--- src/common/power_mode_map.vh ---
// Constants for the low-power mode controller.
`ifndef POWER_MODE_MAP_VH
`define POWER_MODE_MAP_VH
`define REF_FREQ_MIN_KHZ      16'd6000
`define REF_FREQ_MAX_KHZ      16'd40000
`define PLL_TARGET_KHZ        16'd400
`define WDT_CLK_KHZ           16'd32
`define MODE_SEL_SUSPEND      2'h1
`define MODE_SEL_STANDBY      2'h2
`define MODE_SEL_POWERDOWN    2'h3
`define WAKE_SRC_DP           3'h0
`define WAKE_SRC_DM           3'h1
`define WAKE_SRC_SSRX         3'h2
`define WAKE_SRC_VBUS         3'h3
`define WAKE_SRC_CTS          3'h4
`define WAKE_SRC_WDT          3'h5
`define WAKE_SRC_HARD         3'h6
`define PLL_LOCK_CYCLES       8'h10
`define INT_OSC_DIV           10'h271
`endif

--- src/design/low_power_mode_control.v ---
// Power-mode, wake, watchdog and PLL setting control for the camera bridge.
//
// Notes on behaviour
// - PLL multiplier picked from measured reference frequency.
// - Watchdog expiry can interrupt the processor.
// - Watchdog expiry wakes standby or resets core.
// - Watchdog ticks from 32 kHz, internal or external.
// - Disabled watchdog raises no interrupt, wake, reset.
// - Normal mode keeps processor clock and PLLs on.
// - Three low-power modes: suspend, standby, power-down.
// - Suspend keeps PHY in U3, stops other clocks.
// - Suspend holds every I/O at its level.
// - Registers and RAM retained through suspend.
// - Suspend ends on USB, VBUS, CTS, reset events.
// - Suspend wake resumes without program counter reset unless hard reset woke it.
// - Standby wake restarts execution from the start.
`timescale 1ns/10ps
`default_nettype none
`include "power_mode_map.vh"
module low_power_mode_control #(
  parameter integer REF_WINDOW_CYCLES = 2000,
  parameter integer WDT_WIDTH         = 16
) (
  input  wire                 core_clk,        // 20 MHz core clock.
  input  wire                 rst_n,           // Synchronous reset.
  input  wire                 hard_reset_req,  // Hard reset pin, synchronised.
  input  wire                 pll_source_clock_input, // Reference clock pin.
  input  wire                 primary_clock_input,    // Unused clock pin level.
  input  wire                 ext_32k_clk,     // External 32 kHz clock.
  input  wire                 ext_32k_sel,     // Use external 32 kHz clock.
  input  wire                 mode_req,        // Firmware mode entry strobe.
  input  wire [1:0]           mode_sel,        // Requested low-power mode.
  input  wire                 wdt_enable,      // Watchdog enable.
  input  wire                 wdt_kick,        // Restart watchdog count.
  input  wire [WDT_WIDTH-1:0] wdt_limit,       // Expiry on the tick after the count reaches this.
  input  wire                 wdt_action_reset,// Expiry resets core.
  input  wire                 wdt_irq_ack,     // Clears watchdog interrupt.
  input  wire                 usb_dp,          // D+ line level.
  input  wire                 usb_dm,          // D- line level.
  input  wire                 ssrx_resume,     // SSRX resume condition.
  input  wire                 vbus_detect,     // VBUS present.
  input  wire                 uart_cts,        // Flow-control wake level.
  input  wire                 cts_wake_pol,    // Active level of uart_cts.
  output reg  [5:0]           pll_mult,        // Selected PLL multiplier.
  output wire                 cpu_clk_en,      // Processor clock enable.
  output wire                 pll_en,          // Internal PLL enable.
  output wire                 phy_u3_hold,     // PHY kept alive in U3.
  output wire                 io_hold,         // Freeze I/O levels.
  output wire                 mem_retain,      // Keep RAM and registers.
  output wire                 core_power_off,  // Core power-down request.
  output reg                  cpu_pc_reset,    // Restart processor from start.
  output reg                  wdt_irq,         // Watchdog interrupt.
  output reg  [2:0]           wake_source,     // Last wake cause.
  output wire [2:0]           power_state      // 0 normal,1 sus,2 stby,3 off,4 wake.
);
  // ============================================================
  // Input synchronisers.
  // ============================================================
  localparam integer NSYNC = 8;
  wire [NSYNC-1:0] raw_in = {hard_reset_req, pll_source_clock_input,
    ext_32k_clk, usb_dp, usb_dm, ssrx_resume, vbus_detect, uart_cts};
  reg  [NSYNC-1:0] s1_reg, s2_reg, s3_reg, stable_reg;
  genvar g;
  generate
    for (g = 0; g < NSYNC; g = g + 1) begin : sync
      always @(posedge core_clk) begin
        if (!rst_n) begin
          s1_reg[g]     <= 1'b0;
          s2_reg[g]     <= 1'b0;
          s3_reg[g]     <= 1'b0;
          stable_reg[g] <= 1'b0;
        end else begin
          s1_reg[g] <= raw_in[g];
          s2_reg[g] <= s1_reg[g];
          s3_reg[g] <= s2_reg[g];
          if (s2_reg[g] == s3_reg[g]) begin
            stable_reg[g] <= s3_reg[g];
          end
        end
      end
    end
  endgenerate
  wire hard_s = stable_reg[7];
  wire x32_s  = stable_reg[5];
  wire dp_s   = stable_reg[4];
  wire dm_s   = stable_reg[3];
  wire ssrx_s = stable_reg[2];
  wire vbus_s = stable_reg[1];
  wire cts_s  = stable_reg[0];
  reg  x32_d_reg, dp_d_reg, dm_d_reg;
  always @(posedge core_clk) begin
    x32_d_reg <= x32_s;
    dp_d_reg  <= dp_s;
    dm_d_reg  <= dm_s;
  end

  // ============================================================
  // Reference frequency measurement and multiplier choice.
  // ============================================================
  reg [15:0] win_cnt_reg;
  reg [15:0] edge_cnt_reg;
  // The reference clock is counted from the second and third stages: a
  // clock this fast never stays put long enough for the agreement filter.
  wire ref_rise = s2_reg[6] & ~s3_reg[6];
  always @(posedge core_clk) begin
    if (!rst_n) begin
      win_cnt_reg  <= 16'h0000;
      edge_cnt_reg <= 16'h0000;
      pll_mult     <= 6'h01;
    end else if (win_cnt_reg == REF_WINDOW_CYCLES[15:0] - 16'h0001) begin
      // Window is 100 us: edge count times 10 gives kHz.
      win_cnt_reg  <= 16'h0000;
      edge_cnt_reg <= 16'h0000;
      if (edge_cnt_reg * 16'd10 >= `REF_FREQ_MIN_KHZ &&
          edge_cnt_reg * 16'd10 <= `REF_FREQ_MAX_KHZ) begin
        pll_mult <= mult_for(edge_cnt_reg);
      end
    end else begin
      win_cnt_reg  <= win_cnt_reg + 16'h0001;
      edge_cnt_reg <= edge_cnt_reg + {15'h0000, ref_rise};
    end
  end
  function [5:0] mult_for;
    input [15:0] edges;
    reg   [15:0] q;
    begin
      q = (`PLL_TARGET_KHZ * 16'd100) / (edges * 16'd10);
      mult_for = (q > 16'd63) ? 6'h3f : (q == 16'h0000 ? 6'h01 : q[5:0]);
    end
  endfunction

  // ============================================================
  // Watchdog on the 32 kHz tick.
  // ============================================================
  reg [9:0] osc_div_reg;
  wire int_tick = (osc_div_reg == `INT_OSC_DIV - 10'h001);
  always @(posedge core_clk) begin
    if (!rst_n || int_tick) begin
      osc_div_reg <= 10'h000;
    end else begin
      osc_div_reg <= osc_div_reg + 10'h001;
    end
  end
  wire wdt_tick = ext_32k_sel ? (x32_s & ~x32_d_reg) : int_tick;
  reg  [WDT_WIDTH-1:0] wdt_cnt_reg;
  wire wdt_expire = wdt_enable && wdt_tick && (wdt_cnt_reg >= wdt_limit);
  always @(posedge core_clk) begin
    if (!rst_n) begin
      wdt_cnt_reg <= {WDT_WIDTH{1'b0}};
      wdt_irq     <= 1'b0;
    end else begin
      if (!wdt_enable || wdt_kick || wdt_expire) begin
        wdt_cnt_reg <= {WDT_WIDTH{1'b0}};
      end else if (wdt_tick) begin
        wdt_cnt_reg <= wdt_cnt_reg + {{(WDT_WIDTH-1){1'b0}}, 1'b1};
      end
      if (wdt_expire && !wdt_action_reset) begin
        wdt_irq <= 1'b1;
      end else if (wdt_irq_ack || !wdt_enable) begin
        wdt_irq <= 1'b0;
      end
    end
  end

  // ============================================================
  // Power mode state machine.
  // ============================================================
  localparam [4:0] ST_NORMAL  = 5'h01;
  localparam [4:0] ST_SUSPEND = 5'h02;
  localparam [4:0] ST_STANDBY = 5'h04;
  localparam [4:0] ST_OFF     = 5'h08;
  localparam [4:0] ST_WAKE    = 5'h10;
  reg [4:0] state_reg, state_next;
  reg [7:0] lock_cnt_reg;
  reg       restart_reg;
  wire usb_wake = (dp_s ^ dp_d_reg) | (dm_s ^ dm_d_reg) | ssrx_s;
  wire cts_wake = (cts_s == cts_wake_pol);
  wire any_wake = usb_wake | vbus_s | cts_wake | hard_s;
  wire in_wake  = (state_reg == ST_WAKE);
  wire locked   = (lock_cnt_reg == `PLL_LOCK_CYCLES);
  always @* begin
    state_next = state_reg;
    case (state_reg)
      ST_NORMAL: begin
        if (mode_req) begin
          case (mode_sel)
            `MODE_SEL_SUSPEND:   state_next = ST_SUSPEND;
            `MODE_SEL_STANDBY:   state_next = ST_STANDBY;
            `MODE_SEL_POWERDOWN: state_next = ST_OFF;
            default:             state_next = ST_NORMAL;
          endcase
        end
      end
      ST_SUSPEND: if (any_wake) state_next = ST_WAKE;
      ST_STANDBY: if (any_wake || wdt_expire) state_next = ST_WAKE;
      ST_OFF:     if (hard_s) state_next = ST_WAKE;
      ST_WAKE:    if (locked) state_next = ST_NORMAL;
      default:    state_next = ST_NORMAL;
    endcase
  end
  always @(posedge core_clk) begin
    if (!rst_n) begin
      state_reg    <= ST_NORMAL;
      lock_cnt_reg <= 8'h00;
      restart_reg  <= 1'b0;
      wake_source  <= 3'h0;
      cpu_pc_reset <= 1'b0;
    end else begin
      state_reg <= state_next;
      if (in_wake && !locked) begin
        lock_cnt_reg <= lock_cnt_reg + 8'h01;
      end else if (!in_wake) begin
        lock_cnt_reg <= 8'h00;
      end
      if (state_reg != ST_WAKE && state_next == ST_WAKE) begin
        // Suspend resumes in place unless hard reset woke it.
        restart_reg <= hard_s || state_reg != ST_SUSPEND;
        if (hard_s) begin
          wake_source <= `WAKE_SRC_HARD;
        end else if (state_reg == ST_STANDBY && wdt_expire) begin
          wake_source <= `WAKE_SRC_WDT;
        end else if (dp_s ^ dp_d_reg) begin
          wake_source <= `WAKE_SRC_DP;
        end else if (dm_s ^ dm_d_reg) begin
          wake_source <= `WAKE_SRC_DM;
        end else if (ssrx_s) begin
          wake_source <= `WAKE_SRC_SSRX;
        end else if (vbus_s) begin
          wake_source <= `WAKE_SRC_VBUS;
        end else begin
          wake_source <= `WAKE_SRC_CTS;
        end
      end
      cpu_pc_reset <= (in_wake && restart_reg) ||
                      (state_reg == ST_NORMAL && wdt_expire &&
                       wdt_action_reset);
    end
  end
  // Processor stays stopped through the PLL relock of the wake state.
  assign cpu_clk_en     = (state_reg == ST_NORMAL);
  assign pll_en         = (state_reg == ST_NORMAL) || in_wake;
  assign phy_u3_hold    = (state_reg == ST_SUSPEND);
  assign io_hold        = (state_reg == ST_SUSPEND) ||
                          (state_reg == ST_STANDBY);
  assign mem_retain     = (state_reg != ST_OFF);
  assign core_power_off = (state_reg == ST_OFF);
  assign power_state    = state_reg[0] ? 3'h0 : state_reg[1] ? 3'h1 :
                          state_reg[2] ? 3'h2 : state_reg[3] ? 3'h3 : 3'h4;
endmodule
`default_nettype wire

--- config.mk ---
export PLATFORM = sky130hd
export DESIGN_NAME = low_power_mode_control
export DESIGN_NICKNAME = d
export VERILOG_FILES = /design/src/design/low_power_mode_control.v
export VERILOG_INCLUDE_DIRS = /design/src /design/src/common
export SDC_FILE = /design/constraint.sdc
export NUM_CORES = 1
export LEC_CHECK = 0
export ABC_AREA = 0
export BUFFER_PORTS_ARGS = -buffer_cell sky130_fd_sc_hd__buf_2
export CAP_MARGIN = 20
export CORE_MARGIN = 2
export CORE_UTILIZATION = 30
export CTS_BUF_LIST = sky130_fd_sc_hd__clkbuf_4 sky130_fd_sc_hd__clkbuf_8
export DETAILED_ROUTE_END_ITERATION = 8
export PLACE_DENSITY = 0.47
export SYNTH_ARGS = -nofsm -noshare
export SYNTH_HDL_FRONTEND = slang
export SYNTH_SLANG_ARGS = --single-unit
--- constraint.sdc ---
create_clock -name core_clk -period 26.2 [get_ports core_clk]
set_clock_uncertainty 0.15 [all_clocks]
set_input_delay 5.24 -clock core_clk [delete_from_list [all_inputs] [get_ports core_clk]]
set_output_delay 5.24 -clock core_clk [all_outputs]
set_load 0.01 [all_outputs]
* Yosys cells after proc, flatten, opt, wreduce, memory -nomap -nowiden
Index checks and enable logic that the tools add are counted.
** Storage, ports and cells
- Register bits :: 117
- Output and inout port bits :: 20
- Logic and storage cells :: 144
** Cells by class
- Add/sub/neg operators :: 5
- Multipliers :: 1
- Divide/modulo/power cells :: 1
- $lt $le $gt $ge :: 4
- Eq/ne operators :: 24
- Muxes and demuxes :: 24
- Bitwise operators :: 12
- Reduce and logical (&&, ||, !) cells :: 28
** Operators by type and width (count)
- 16-bit by 1-bit adder with 16-bit output, second input constant :: 2
- 3-bit 2-to-1 mux :: 10
- 5-bit 2-to-1 mux :: 5
- 5-bit one-hot mux with 5 select lines :: 1
- 16-bit by 1-bit adder with 16-bit output :: 1
- 16-bit by 16-bit divider with 16-bit output, first input constant :: 1
- 16-bit by 11-bit equality test with 1-bit output, second input constant :: 1
- 16-bit by 13-bit >= comparator with 1-bit output, second input constant :: 1
- 16-bit >= comparator :: 1
- 16-bit by 6-bit > comparator with 1-bit output, second input constant :: 1
- 16-bit <= comparator, second input constant :: 1
- 16-bit logical NOT :: 1
- 16-bit by 3-bit multiplier with 15-bit output, second input constant :: 1
- 8-bit 2-to-1 mux :: 2
- 6-bit 2-to-1 mux :: 2
- 4-bit one-hot mux with 3 select lines :: 1
- 10-bit by 1-bit adder with 10-bit output, second input constant :: 1
- 10-bit equality test, second input constant :: 1
- 5-bit equality test, second input constant :: 2
- 1-bit logical AND :: 10
- 1-bit logical OR :: 9
- 8-bit by 1-bit adder with 8-bit output, second input constant :: 1
- 1-bit equality test :: 8
- 8-bit by 5-bit equality test with 1-bit output, second input constant :: 1
- other kinds (19) :: 34

* Logic depth before layout (Yosys ltp)
Gate-level depths: netlist of the first run.
- Depth after elaboration :: 11
- Mapped depth :: 145
- Depth with buffers taken out :: 135

* Worst setup path before layout of the first run
Ideal clock, no wire load.
- Path type :: reg2reg
- From :: register edge_cnt_reg[1]
- To :: register pll_mult[0]
- Setup time :: 123 ps
- Arrival time :: 27550 ps
- Slack :: -1623 ps
- Stages on the path, launching flop included :: 137
- Clock period less this slack :: 27823 ps
- Path through :: dfxtp_1 ha_1 ha_1 inv_1 fa_1 xor2_1 a22o_1 a22oi_1 a2111o_1 buf_2 nor3_1 nand4_1 ha_1 mux2i_1 mux2i_1 nor2_1 nand2_1 ha_1 [... 101 more ...] nand3_1 nand3_1 nand3_1 clkbuf_1 clkbuf_1 and2_1 ha_1 nor2b_1 o21a_1 o21a_1 o21a_1 o21a_1 o21ai_0 a21oi_1 o311ai_0 nand2_1 a311oi_1 a21oi_1
** On the way
- Longest elaborated chain between the ends :: 5
- Elaborated cells on any way between the ends :: 10
- Those cells by class :: mul (1); div (1); order compare (3); mux (2); reduce/logical (3)
** RTL lines
- from (decl) :: line low_power_mode_control.v:101 : reg [15:0] edge_cnt_reg;
- from (signal assigned) :: line low_power_mode_control.v:120 : edge_cnt_reg <= edge_cnt_reg + {15'h0000, ref_rise};
- 16-bit by 3-bit multiplier with 15-bit output * :: line low_power_mode_control.v:114, low_power_mode_control.v:115, low_power_mode_control.v:127
- parallel branches: the longest is 4 deep, another holds 16-bit by 16-bit divider with 16-bit output
- to (signal assigned) :: line low_power_mode_control.v:116 : pll_mult <= mult_for(edge_cnt_reg);
- to (decl) :: line low_power_mode_control.v:44 : output reg [5:0] pll_mult,
Mark *: on every way between the ends.
A chain may end at the register's enable or synchronous reset.

* Final worst setup path of the first run
- From :: register edge_cnt_reg[7]
- To :: register pll_mult[0]
The elaborated chain is that of the path after synthesis.

==> flow_results.org, run 1 <==
** Worst setup path
- The critical path is of the register to register type.
- For flop-to-flop paths, the worst setup slack is roughly 0.54 ns.
- Counting stages on the worst path, the most repeated cell is ha_1.
- STA classifies the critical path endpoint as a register.
- Among all stages on the critical path, the largest delay is contributed by or4b_4.
- In this design, the stage delay of the slowest critical-path cell is 0.49 ns.
- Startpoint types :: register
- In this run the worst setup path terminates at pll_mult[0].
- The endpoint identified for the worst register-to-register timing path is pll_mult[0].
- The worst register-to-register path has a depth of roughly 140.
- At the worst endpoint, the arrival time is ~26 ns.
- Required time at the worst-slack endpoint :: 26.37 ns
- Worst setup path start :: edge_cnt_reg[7]
- The startpoint identified for the worst register-to-register timing path is edge_cnt_reg[7].
- Largest fanout of any net on the critical path :: 7

** CTS
- Counting along the longest clock path gives a buffer depth of 2.
- Clk slew on worst S/H paths :: approximately 0.080 ns
- Num Clock Sinks :: approximately 120
- CTS built an H-tree with a depth of 4.
- Root Buffer Master :: clkbuf_8
- The number of clock buffers added by TritonCTS is 17.
- Clock latency on the worst-skew pair, taken at its later pin, is around 0.43 ns.
- CTS tree :: done

** STA
- Transition at the pin with the smallest max-transition slack :: between 1 and 1.5 ns
- Hold Vio Cnt, Final :: 0
- Post-route minimum period :: roughly 26 ns
- The tightest hold path in the finished design has a slack of 0.2354 ns.
- Setup_tns :: 0 ns
- Maximum operating frequency :: 38.97 MHz
- Across all setup checks in the final design, the least slack found is around 0.54 ns.
- The final-report max-slew violation count is 0.
- Share of the clock period used by the worst path :: 97.95%
- Setup-failing EPs final :: 0
- Setup repair after global routing missed its margin :: true
- Headroom to the max-slew limit came out at roughly 30%.

** Drt
- Detailed routing inserted a total of between 10000 and 15000 vias.
- The count of nets left with antenna violations once routing finished came out at 0.
- Average via count per standard cell :: between 5 and 6
- Sum of routed wire length over all layers :: ~40 mm
- In the routed design, unresolved DRC markers number 0.
- First-pass DRT Iterations :: 6
- After detailed routing, the average wire length per cell comes to about 15 um.
- DRT iter0 DRCs :: 595

** Yosys
- Flip-flop and latch count after synthesis :: between 100 and 150
- Post-Synthesis Cells :: about 1600
- Yosys printed 0 warnings.
- The number of different library cells used by synthesis comes to 99.
- Of the synthesized area, sequential elements account for 19.06%.
- The synthesized design contains 0 enable-type register cells.
- Synthesized netlist net count :: 1795
- The average instance in the mapped netlist occupies 7.598 um2.
- FFs w/ async S/R, synth :: 0%
- After synthesis the cells add up to 12190 um2.
- Ys flop type :: dfxtp_1

** Place
- Setup WS pre-CTS :: -1.471 ns
- Placed wire-length estimate :: 30.90 mm
- Final estimated routing congestion in global placement :: 0.8577
- I/O Buffers :: 54

** GRT
- GRT met1 Usage :: a little over a quarter
- For this run, global-route usage on met2 was measured as between 30% and 40%.
- Maximum number of pins on one net before global-route repair :: 42
- Global-route wire length before repair :: between 60 and 70 mm
- Via count of the first global-routing pass :: 12606
- In the global route stage, overall resource usage came out at between 10% and 20%.
- The total overflow left after global routing is 0.
- Antenna violations before repair :: 0
- GR met3 Demand/Resource :: ~2.5%
- Busiest layer in global routing :: met2

** Run status
- The flow ran to the end, and the final reports show no timing, DRC or antenna violations.

** Flow run
- Across the run, the number of max-cap violations was 0.

** Min path
- The worst hold path belongs to the class register to register.

** Finish
- Share of post-route cells with drive strength above 1 :: 31.01%
- Area added between synthesis and finish :: 39.96%
- Post-route core utilization :: between 40% and 50%
- The layout has ~4000 filler cells.
- Diode insertion count for antenna repair :: 0
- Final Net Count :: 2245
- Summing all flip-flop and latch instances after layout gives around 2300 um2.
- The multi-input combinational cells in the finished layout cover a total of 9868 um2.

** Floorplanning
- Num ports :: 56
- Once the floorplan was initialized, standard cells occupied around 31% of the core.
- Die height :: between 200 and 250 um
- Area of the core region :: between 30000 and 40000 um2
- Die area :: about 42000 um2
- In this run the core area contains 73 standard-cell rows.
- The floorplan step set the die width to around 210 um.
==> cell type report <==
cell class	instances	share of cell area (%)
Clock inverter	15	1.152
Clock buffer	17	1.372
Tap cell	525	3.851
Inverter	80	1.761
Sequential cell	116	13.63
Timing Repair Buffer	479	20.38
Multi-Input combinational cell	1360	57.86
==> critical path, delay by kind of cell (launching register included) <==
kind	cells	cell delay [ns]
compound gates	59	10.18
xor+xnor	1	0.14
fa+ha+maj	16	4.48
buf+inv	15	2.26
flops	1	0.35
mux	3	0.59
simple gates	42	7.38
==> worst min path at each step <==
| stage | from | end | slack (ns) | cells past startpoint |
|---|---|---|---|---|
| 2_1_floorplan | x32_s | x32_d_reg | 0.21 | 0 |
| 3_3_place_gp | dm_s | dm_d_reg | 0.23 | 0 |
| 3_5_place_dp | dm_s | dm_d_reg | 0.23 | 0 |
| 5_1_grt | dm_s | dm_d_reg | 0.25 | 0 |
| 6_report | dm_s | dm_d_reg | 0.24 | 0 |
| 4_1_cts | dm_s | dm_d_reg | 0.24 | 0 |
==> cell usage after synthesis (all sizes together) (13+ instances only) <==
| master | count | area [um2] |
|---|---|---|
| inv | 79 | 296.5 |
| nor3 | 50 | 255.3 |
| o21ai | 97 | 485.5 |
| mux2i | 20 | 200.2 |
| clkbuf | 31 | 116.4 |
| nor2 | 194 | 735.7 |
| a21o | 38 | 285.3 |
| a21boi | 13 | 97.59 |
| nor2b | 23 | 146.4 |
| nand4 | 19 | 118.9 |
| nand2b | 31 | 201.4 |
| xor2 | 51 | 446.7 |
| and2 | 35 | 219.0 |
| and3 | 26 | 162.7 |
| dfxtp | 116 | 2322 |
| nand3 | 62 | 310.3 |
| xnor2 | 62 | 543.0 |
| nor4 | 18 | 165.2 |
| ha | 154 | 1927 |
| buf | 17 | 112.6 |
| a211oi | 16 | 137.6 |
| a21oi | 84 | 424.2 |
| or3 | 18 | 112.6 |
| nand2 | 128 | 480.5 |
| o21a | 38 | 285.3 |
==> layout by cell type, fill, tap and decap left out, drive strengths merged, types with 19 or more instances in the layout <==
master,n
a21o,38
a21oi,84
and2,35
and3,26
buf,479
dfxtp,116
ha,154
inv,85
mux2i,20
nand2,128
nand2b,31
nand3,62
nand4,19
nor2,194
nor2b,23
nor3,50
o21a,38
o21ai,97
xnor2,62
xor2,51
==> metrics by stage <==
stage | std cells | area [um2]
floorplan | 1604 | 12320
global placement | 2531 | 15980
detailed placement | 2531 | 15980
CTS | 2574 | 16630
global route | 2592 | 17060
finish | 2592 | 17060
==> routing by layer <==
metal,share of wire (%),wire (um),vias up
li1,-,-,6722
met1,50,20000,6165
met2,45,18150,228
met3,4.0,1609,25
met4,0.87,347,0
met5,0,0,-
==> cell families after synthesis <==
group | Yosys count | synth area share (%)
muxes | 30 | 2.567
AOI/OAI and AO/OA | 409 | 22.86
buffers and inverters | 128 | 4.343
and+or+nand+nor | 653 | 27.07
xor gates and xnor gates | 113 | 8.121
adders and majority gates | 155 | 15.98
DFF | 116 | 19.06
==> timing repair <==
action,CTS,global route
resized for setup,37,72
setup endpoints to repair,1,2
hold buffers,0,0
setup buffers,11,18
pin swaps,16,51
Power of run 1 is not shown: default switching activity piles up to over one toggle a cycle in this logic, so the estimate is an artifact.
==> run 2, diff against run 1 <==
--- a/config.mk
+++ b/config.mk
@@ -10,10 +10,10 @@
 export BUFFER_PORTS_ARGS = -buffer_cell sky130_fd_sc_hd__buf_2
 export CAP_MARGIN = 20
 export CORE_MARGIN = 2
-export CORE_UTILIZATION = 30
+export CORE_UTILIZATION = 59
 export CTS_BUF_LIST = sky130_fd_sc_hd__clkbuf_4 sky130_fd_sc_hd__clkbuf_8
 export DETAILED_ROUTE_END_ITERATION = 8
-export PLACE_DENSITY = 0.47
+export PLACE_DENSITY = 0.81
 export SYNTH_ARGS = -nofsm -noshare
 export SYNTH_HDL_FRONTEND = slang
 export SYNTH_SLANG_ARGS = --single-unit
==> flow_results.org, run 2 (synthesis results as in run 1) <==
** Worst setup path
- Worst Path Class, Setup :: register to register
- Setup crit end kind :: register
- Slowest Stage Delay on Critical Path :: 0.58 ns (+0.09 ns)
- The cell that appears most often on the critical path is ha_1.
- Startpoint types :: register
- Required time at the worst-slack endpoint :: 26.37 ns (about the same)
- Largest fanout of any net on the critical path :: 13 (+6)
- Cell at the slowest stage of the critical path :: o41ai_1
- The worst endpoint data arrival time came to 26.13 ns (+0.29 ns).

** Floorplanning
- Area of the core region :: 20230 um2 (-49%)
- The initial core utilization came to 60.23% (+30 points).
- Horizontal extent of the die :: 147.7 um (-28%)
- Number of rows created at floorplan :: 52 (-29%)
- Die height :: 147.7 um (-28%)
- Die area :: 21820 um2 (-48%)
- Num ports :: 56 (unchanged)

** Finish
- The final net count is 2089 (-6.9%).
- The total inserted antenna cells is 0 (unchanged).
- Share of post-route cells with drive strength above 1 :: 26.07% (-4.9 points)
- Leaving out fill and tap cells, the most frequent cell in the layout is buf_4.
- Number of fill cells in the layout :: 1267 (-69%)
- Compared with the post-synthesis result, the final layout area differs by 28.54%.
- Leading cell types in the layout, fill and taps excluded :: 263 x buf_4, 189 x nor2_1, 146 x ha_1

** Place
- The HPWL reported at the end of detailed placement was 27.27 mm (-12%).
- The number of buffers inserted by port buffering is 54 (unchanged).
- The worst slack at placement came to -0.8350 ns (+0.6357 ns).
- Final estimated routing congestion in global placement :: 0.9694 (+13%)

** STA
- Setup-failing EPs final :: 0 (unchanged)
- The worst setup margin came to 0.2346 ns (-0.3026 ns).
- Max-slew headroom at the worst pin :: 25.94% (-3.6 points)
- The actual slew at the worst max-slew pin was 1.101 ns (+0.05381 ns).
- Total count of max-transition violations in the final report :: 0 (unchanged)
- Maximum operating frequency :: 38.51 MHz (-1.2%)
- Setup repair after global routing missed its margin :: true
- Post-route minimum period :: 25.97 ns (+0.3026 ns)
- Hold Vio Cnt, Final :: 0 (unchanged)
- Share of the clock period used by the worst path :: 99.10% (+1.2 points)

** GRT
- Via count of the first global-routing pass :: 12795 (+1.5%)
- The remaining global-route overflow is 0 (unchanged).
- The largest net degree at the start of global routing is 43 (+2.4%).
- The total routing resource utilization after global routing is 33.50% (+15 points).
- Antenna violations before repair :: 0 (unchanged)
- Global-route wire length before repair :: 60.42 mm (-6.2%)

** Drt
- The via-per-instance ratio was 6.279 (+24%).
- DRT iter0 DRCs :: 1191 (+100%)
- Final antenna-violating net count :: 0 (unchanged)
- The overall routed net length is 39.67 mm (-1.1%).
- Routed wire length per instance :: 18.20 um (+18%)
- The post-route DRC violation count was 0 (unchanged).
- The detailed-routing iteration count for the pre-antenna-repair pass came to 8 (+2).
- The number of vias after detailed routing came to 13688 (+4.2%).

** CTS
- Num Clock Sinks :: 116 (unchanged)
- The maximum clock insertion buffer count is 2 (unchanged).
- The H-tree depth is 4 (unchanged).
- The clock-pin slew reported for the worst setup and hold paths after clock tree synthesis came to 0.07 ns (about the same).
- The insertion delay of the later-clocked pin in the worst-skew pair was 0.44 ns (about the same).
- CTS tree :: done
- Root Buffer Master :: clkbuf_8
- The total CTS buffers is 17 (unchanged).

** Flow run
- Number of max-cap violations :: 0 (unchanged)

** Run status
- Run status :: finished clean

** Min path
- Path class of the lowest-slack min-delay path :: register to register
-- run 2: cell count changes in the layout (fill, tap and decap cells not counted), moves of 3 or more --
cell	before	now
o21ai_0	66	62
a21oi_1	78	73
nand2_1	127	124
o21ai_2	12	15
a211oi_1	9	12
a21oi_2	6	11
nand2_2	0	3
inv_6	4	1
buf_4	421	263
-- run 2: worst paths after layout --
check	start	to	slack, ns	cells past startpoint
max	edge_cnt_reg[2]	pll_mult[0]	0.23	131
min	x32_s	x32_d_reg	0.24	0
max reg2reg	edge_cnt_reg[2]	pll_mult[0]	0.23	131
min reg2reg	x32_s	x32_d_reg	0.24	0
-- run 2: per-layer routing --
layer	part of all wire, %	track usage, %	wire length [um]	up-vias
li1	-	-	-	6421
met4	4.1	12.02	1640	0
met5	0	0	0	-
met3	9.2	5.278	3637	180
met1	40	43.59	15880	6351
met2	47	56.26	18510	736
-- run 2: stage by stage --
stage	TNS (ns)	hold slack [ns]	area (um2)	utilization, %	instances
floorplan	0	0.2109	12320	-	1604
global placement	-0.3277	0.2249	14480	71.57	2119
global route	-1.002	0.2424	15670	77.42	2180
finish	0	0.2366	15670	77.42	2180
detailed placement	-0.8350	0.2239	14480	71.57	2119
CTS	0	0.2328	15060	74.42	2154
-- run 2: worst max-delay path, delay by kind of cell (launching register included) --
kind	cells	cell delay, ns
AOI/OAI and AO/OA	58	10.64
xor gates and xnor gates	1	0.16
adders and majority gates	16	4.64
buffers and inverters	9	1.47
DFF	1	0.34
muxes	4	0.62
and+or+nand+nor	43	7.80
-- run 2: layout make-up --
cell class	instances	area (um2)	share of cell area, %
Sequential cell	116	2323	14.83
Clock buffer	20	262.8	1.677
Inverter	80	300.3	1.917
Tap cell	270	337.8	2.157
Timing Repair Buffer	323	2335	14.90
Clock inverter	11	201.4	1.286
Multi-Input combinational cell	1360	9905	63.23
-- run 2: what timing repair did --
action / CTS / global route
endpoints found under the setup margin: 1 / 2
buffers inserted: 4 / 26
pin swaps: 10 / 68
hold buffers: 0 / 0
gates resized for setup: 21 / 111
Power of run 2 is left out for the same reason.
==> run 3, diff against run 2 <==
--- a/config.mk
+++ b/config.mk
@@ -9,11 +9,10 @@
 export ABC_AREA = 0
 export BUFFER_PORTS_ARGS = -buffer_cell sky130_fd_sc_hd__buf_2
 export CAP_MARGIN = 20
-export CORE_MARGIN = 2
-export CORE_UTILIZATION = 59
+export CORE_UTILIZATION = 60
 export CTS_BUF_LIST = sky130_fd_sc_hd__clkbuf_4 sky130_fd_sc_hd__clkbuf_8
 export DETAILED_ROUTE_END_ITERATION = 8
-export PLACE_DENSITY = 0.81
+export PLACE_DENSITY = 0.79
 export SYNTH_ARGS = -nofsm -noshare
 export SYNTH_HDL_FRONTEND = slang
 export SYNTH_SLANG_ARGS = --single-unit
==> constraint.sdc (replaced) <==
create_clock -name core_clk -period 30.2 [get_ports core_clk]
set_clock_uncertainty 0.15 [all_clocks]
set_input_delay 6.04 -clock core_clk [delete_from_list [all_inputs] [get_ports core_clk]]
set_output_delay 6.04 -clock core_clk [all_outputs]
set_load 0.01 [all_outputs]
==> flow_results.org, run 3 (synthesis results as in run 1) <==
** Worst setup path
- STA classifies the critical path startpoint as a register.
- In this run the critical register-to-register path is launched from edge_cnt_reg[2].
- The instance count on the critical path came to 131 (unchanged).
- Kind of cell with the highest combined delay on the critical path :: compound AO/OA/AOI/OAI gates
- Among all stages on the critical path, the largest delay is contributed by o41ai_1.
- The critical path starts at edge_cnt_reg[2].
- The worst endpoint data arrival time was 28.73 ns (+2.60 ns).
- The setup path with the least slack is of type register to register.
- STA classifies the critical path endpoint as a register.
- Required time at the worst-slack endpoint :: 30.38 ns (+4.01 ns)
- The depth of the worst register-to-register path was 131 (unchanged).
- The longest individual stage delay on the worst path was 0.78 ns (+0.20 ns).
- Buf/Inv on CP :: 9 (unchanged)
- Largest fanout of any net on the critical path :: 16 (+3)
- Crit-path most repeated cell :: ha_1

** Place
- The worst slack at placement is 0.5305 ns (+1.366 ns).
- I/O Buffers :: 54 (unchanged)
- Total cell area at the placement stage :: 12780 um2 (-12%)
- Placed wire-length estimate :: 23.81 mm (-13%)
- The global placement routability congestion came to 0.9351 (-3.5%).

** GRT
- The total routing resource utilization after global routing came to 31.10% (-2.4 points).
- The first-pass GRT wire length was 52.04 mm (-14%).
- Via count of the first global-routing pass :: 10818 (-15%)
- The number of antenna violations at the first check in global routing came to 0 (unchanged).
- Maximum number of pins on one net before global-route repair :: 43 (unchanged)
- The remaining global-route overflow is 0 (unchanged).

** STA
- The final critical path time including I/O delays and setup was 28.55 ns (+2.586 ns).
- The final-report max-slew violation count was 0 (unchanged).
- Final setup margin :: 1.649 ns (+1.414 ns)
- The final count of negative-setup-slack endpoints is 0 (unchanged).
- Hold Vio Cnt, Final :: 0 (unchanged)
- The share of the clock period used by the worst path came to 94.54% (-4.6 points).
- The achievable frequency came to 35.02 MHz (-9.1%).
- The setup TNS is 0 ns (unchanged).
- The remaining max-slew budget at the tightest pin is 31.50% (+5.6 points).
- Transition at the pin with the smallest max-transition slack :: 1.018 ns (-0.08342 ns)

** CTS
- Root Buffer Master :: clkbuf_8
- The number of hold buffers added after CTS came to 0 (unchanged).
- Num Clock Sinks :: 116 (unchanged)
- Clk slew on worst S/H paths :: 0.08 ns (about the same)
- The maximum clock insertion buffer count is 2 (unchanged).
- The total CTS buffers was 17 (unchanged).
- CTS tree :: done
- The insertion delay of the later-clocked pin in the worst-skew pair came to 0.44 ns (about the same).
- The H-tree depth is 4 (unchanged).

** Floorplanning
- The die outline area is 20880 um2 (-4.3%).
- Initial Util :: 62.01% (+1.8 points)
- Area of the core region :: 19650 um2 (-2.9%)
- Horizontal extent of the die :: 144.5 um (-2.2%)
- Num ports :: 56 (unchanged)
- The row count came to 51 (-1.9%).
- The die span in y came to 144.5 um (-2.2%).

** Min path
- The tightest min-delay check is of the register to register type.
- The number of cells on the worst hold path is 0 (unchanged).
- Startpoint of the most critical hold path :: x32_s

** Drt
- The detailed router's first-iteration violation count is 796 (-33%).
- The post-route DRC violation count came to 0 (unchanged).
- Number of vias in the routed layout :: 11985 (-12%)
- The overall routed net length was 32.07 mm (-19%).
- First-pass DRT Iterations :: 5 (-3)
- Final antenna-violating net count :: 0 (unchanged)
- The via-per-instance ratio is 6.175 (-1.7%).
- Routed wire length per instance :: 16.52 um (-9.2%)

** Flow run
- Number of max-cap violations :: 0 (unchanged)

** Finish
- The number of fill cells in the layout is 1703 (+34%).
- Leading cell types in the layout, fill and taps excluded :: 191 x nor2_1, 154 x ha_1, 128 x nand2_1
- Leaving out fill and tap cells, the most frequent cell in the layout is nor2_1.
- The area growth from synthesis to layout is 10.08%.
- The ratio of cells with drive above 1 in the final layout is 11.46% (-15 points).
- Final Net Count :: 1855 (-11%)
- The total inserted antenna cells is 0 (unchanged).
- Final design instance area without fill :: 13420 um2 (-14%)

** Run status
- The run finished with clean final reports.
==> run 3: final timing paths <==
| check | end | slack [ns] |
|---|---|---|
| min reg2reg | x32_d_reg | 0.24 |
| max | pll_mult[0] | 1.65 |
| max reg2reg | pll_mult[0] | 1.65 |
| min | x32_d_reg | 0.24 |
==> run 3: cell type report <==
cell class                      count  area [um2]  share of cell area (%)
Clock inverter                     14       177.7                   1.324
Multi-Input combinational cell   1360        9513                   70.91
Sequential cell                   116        2322                   17.31
Timing Repair Buffer               89       536.8                   4.001
Inverter                           80       300.3                   2.238
Tap cell                          265       331.6                   2.472
Clock buffer                       17       234.0                   1.744
==> run 3: repair_timing <==
item,4_1_cts,5_1_grt
buffers inserted,0,6
setup endpoints to repair,0,2
gates resized for setup,0,40
==> run 3: routing by layer <==
| layer | up-vias | GRT usage, % | part of all wire (%) |
|---|---|---|---|
| li1 | 5939 | - | - |
| met1 | 5580 | 43.10 | 46 |
| met2 | 417 | 50.05 | 45 |
| met3 | 49 | 4.834 | 7.6 |
| met4 | 0 | 7.645 | 1.6 |
| met5 | - | 0 | 0 |
==> run 3: through the flow <==
stage               hold WS [ns]  util (%)  instances
detailed placement        0.2240     65.01       1903
finish                    0.2435     68.26       1941
CTS                       0.2429     67.11       1934
global route              0.2641     68.26       1941
floorplan                 0.2109         -       1604
global placement          0.2267     65.01       1903
Power of run 3 is left out for the same reason.
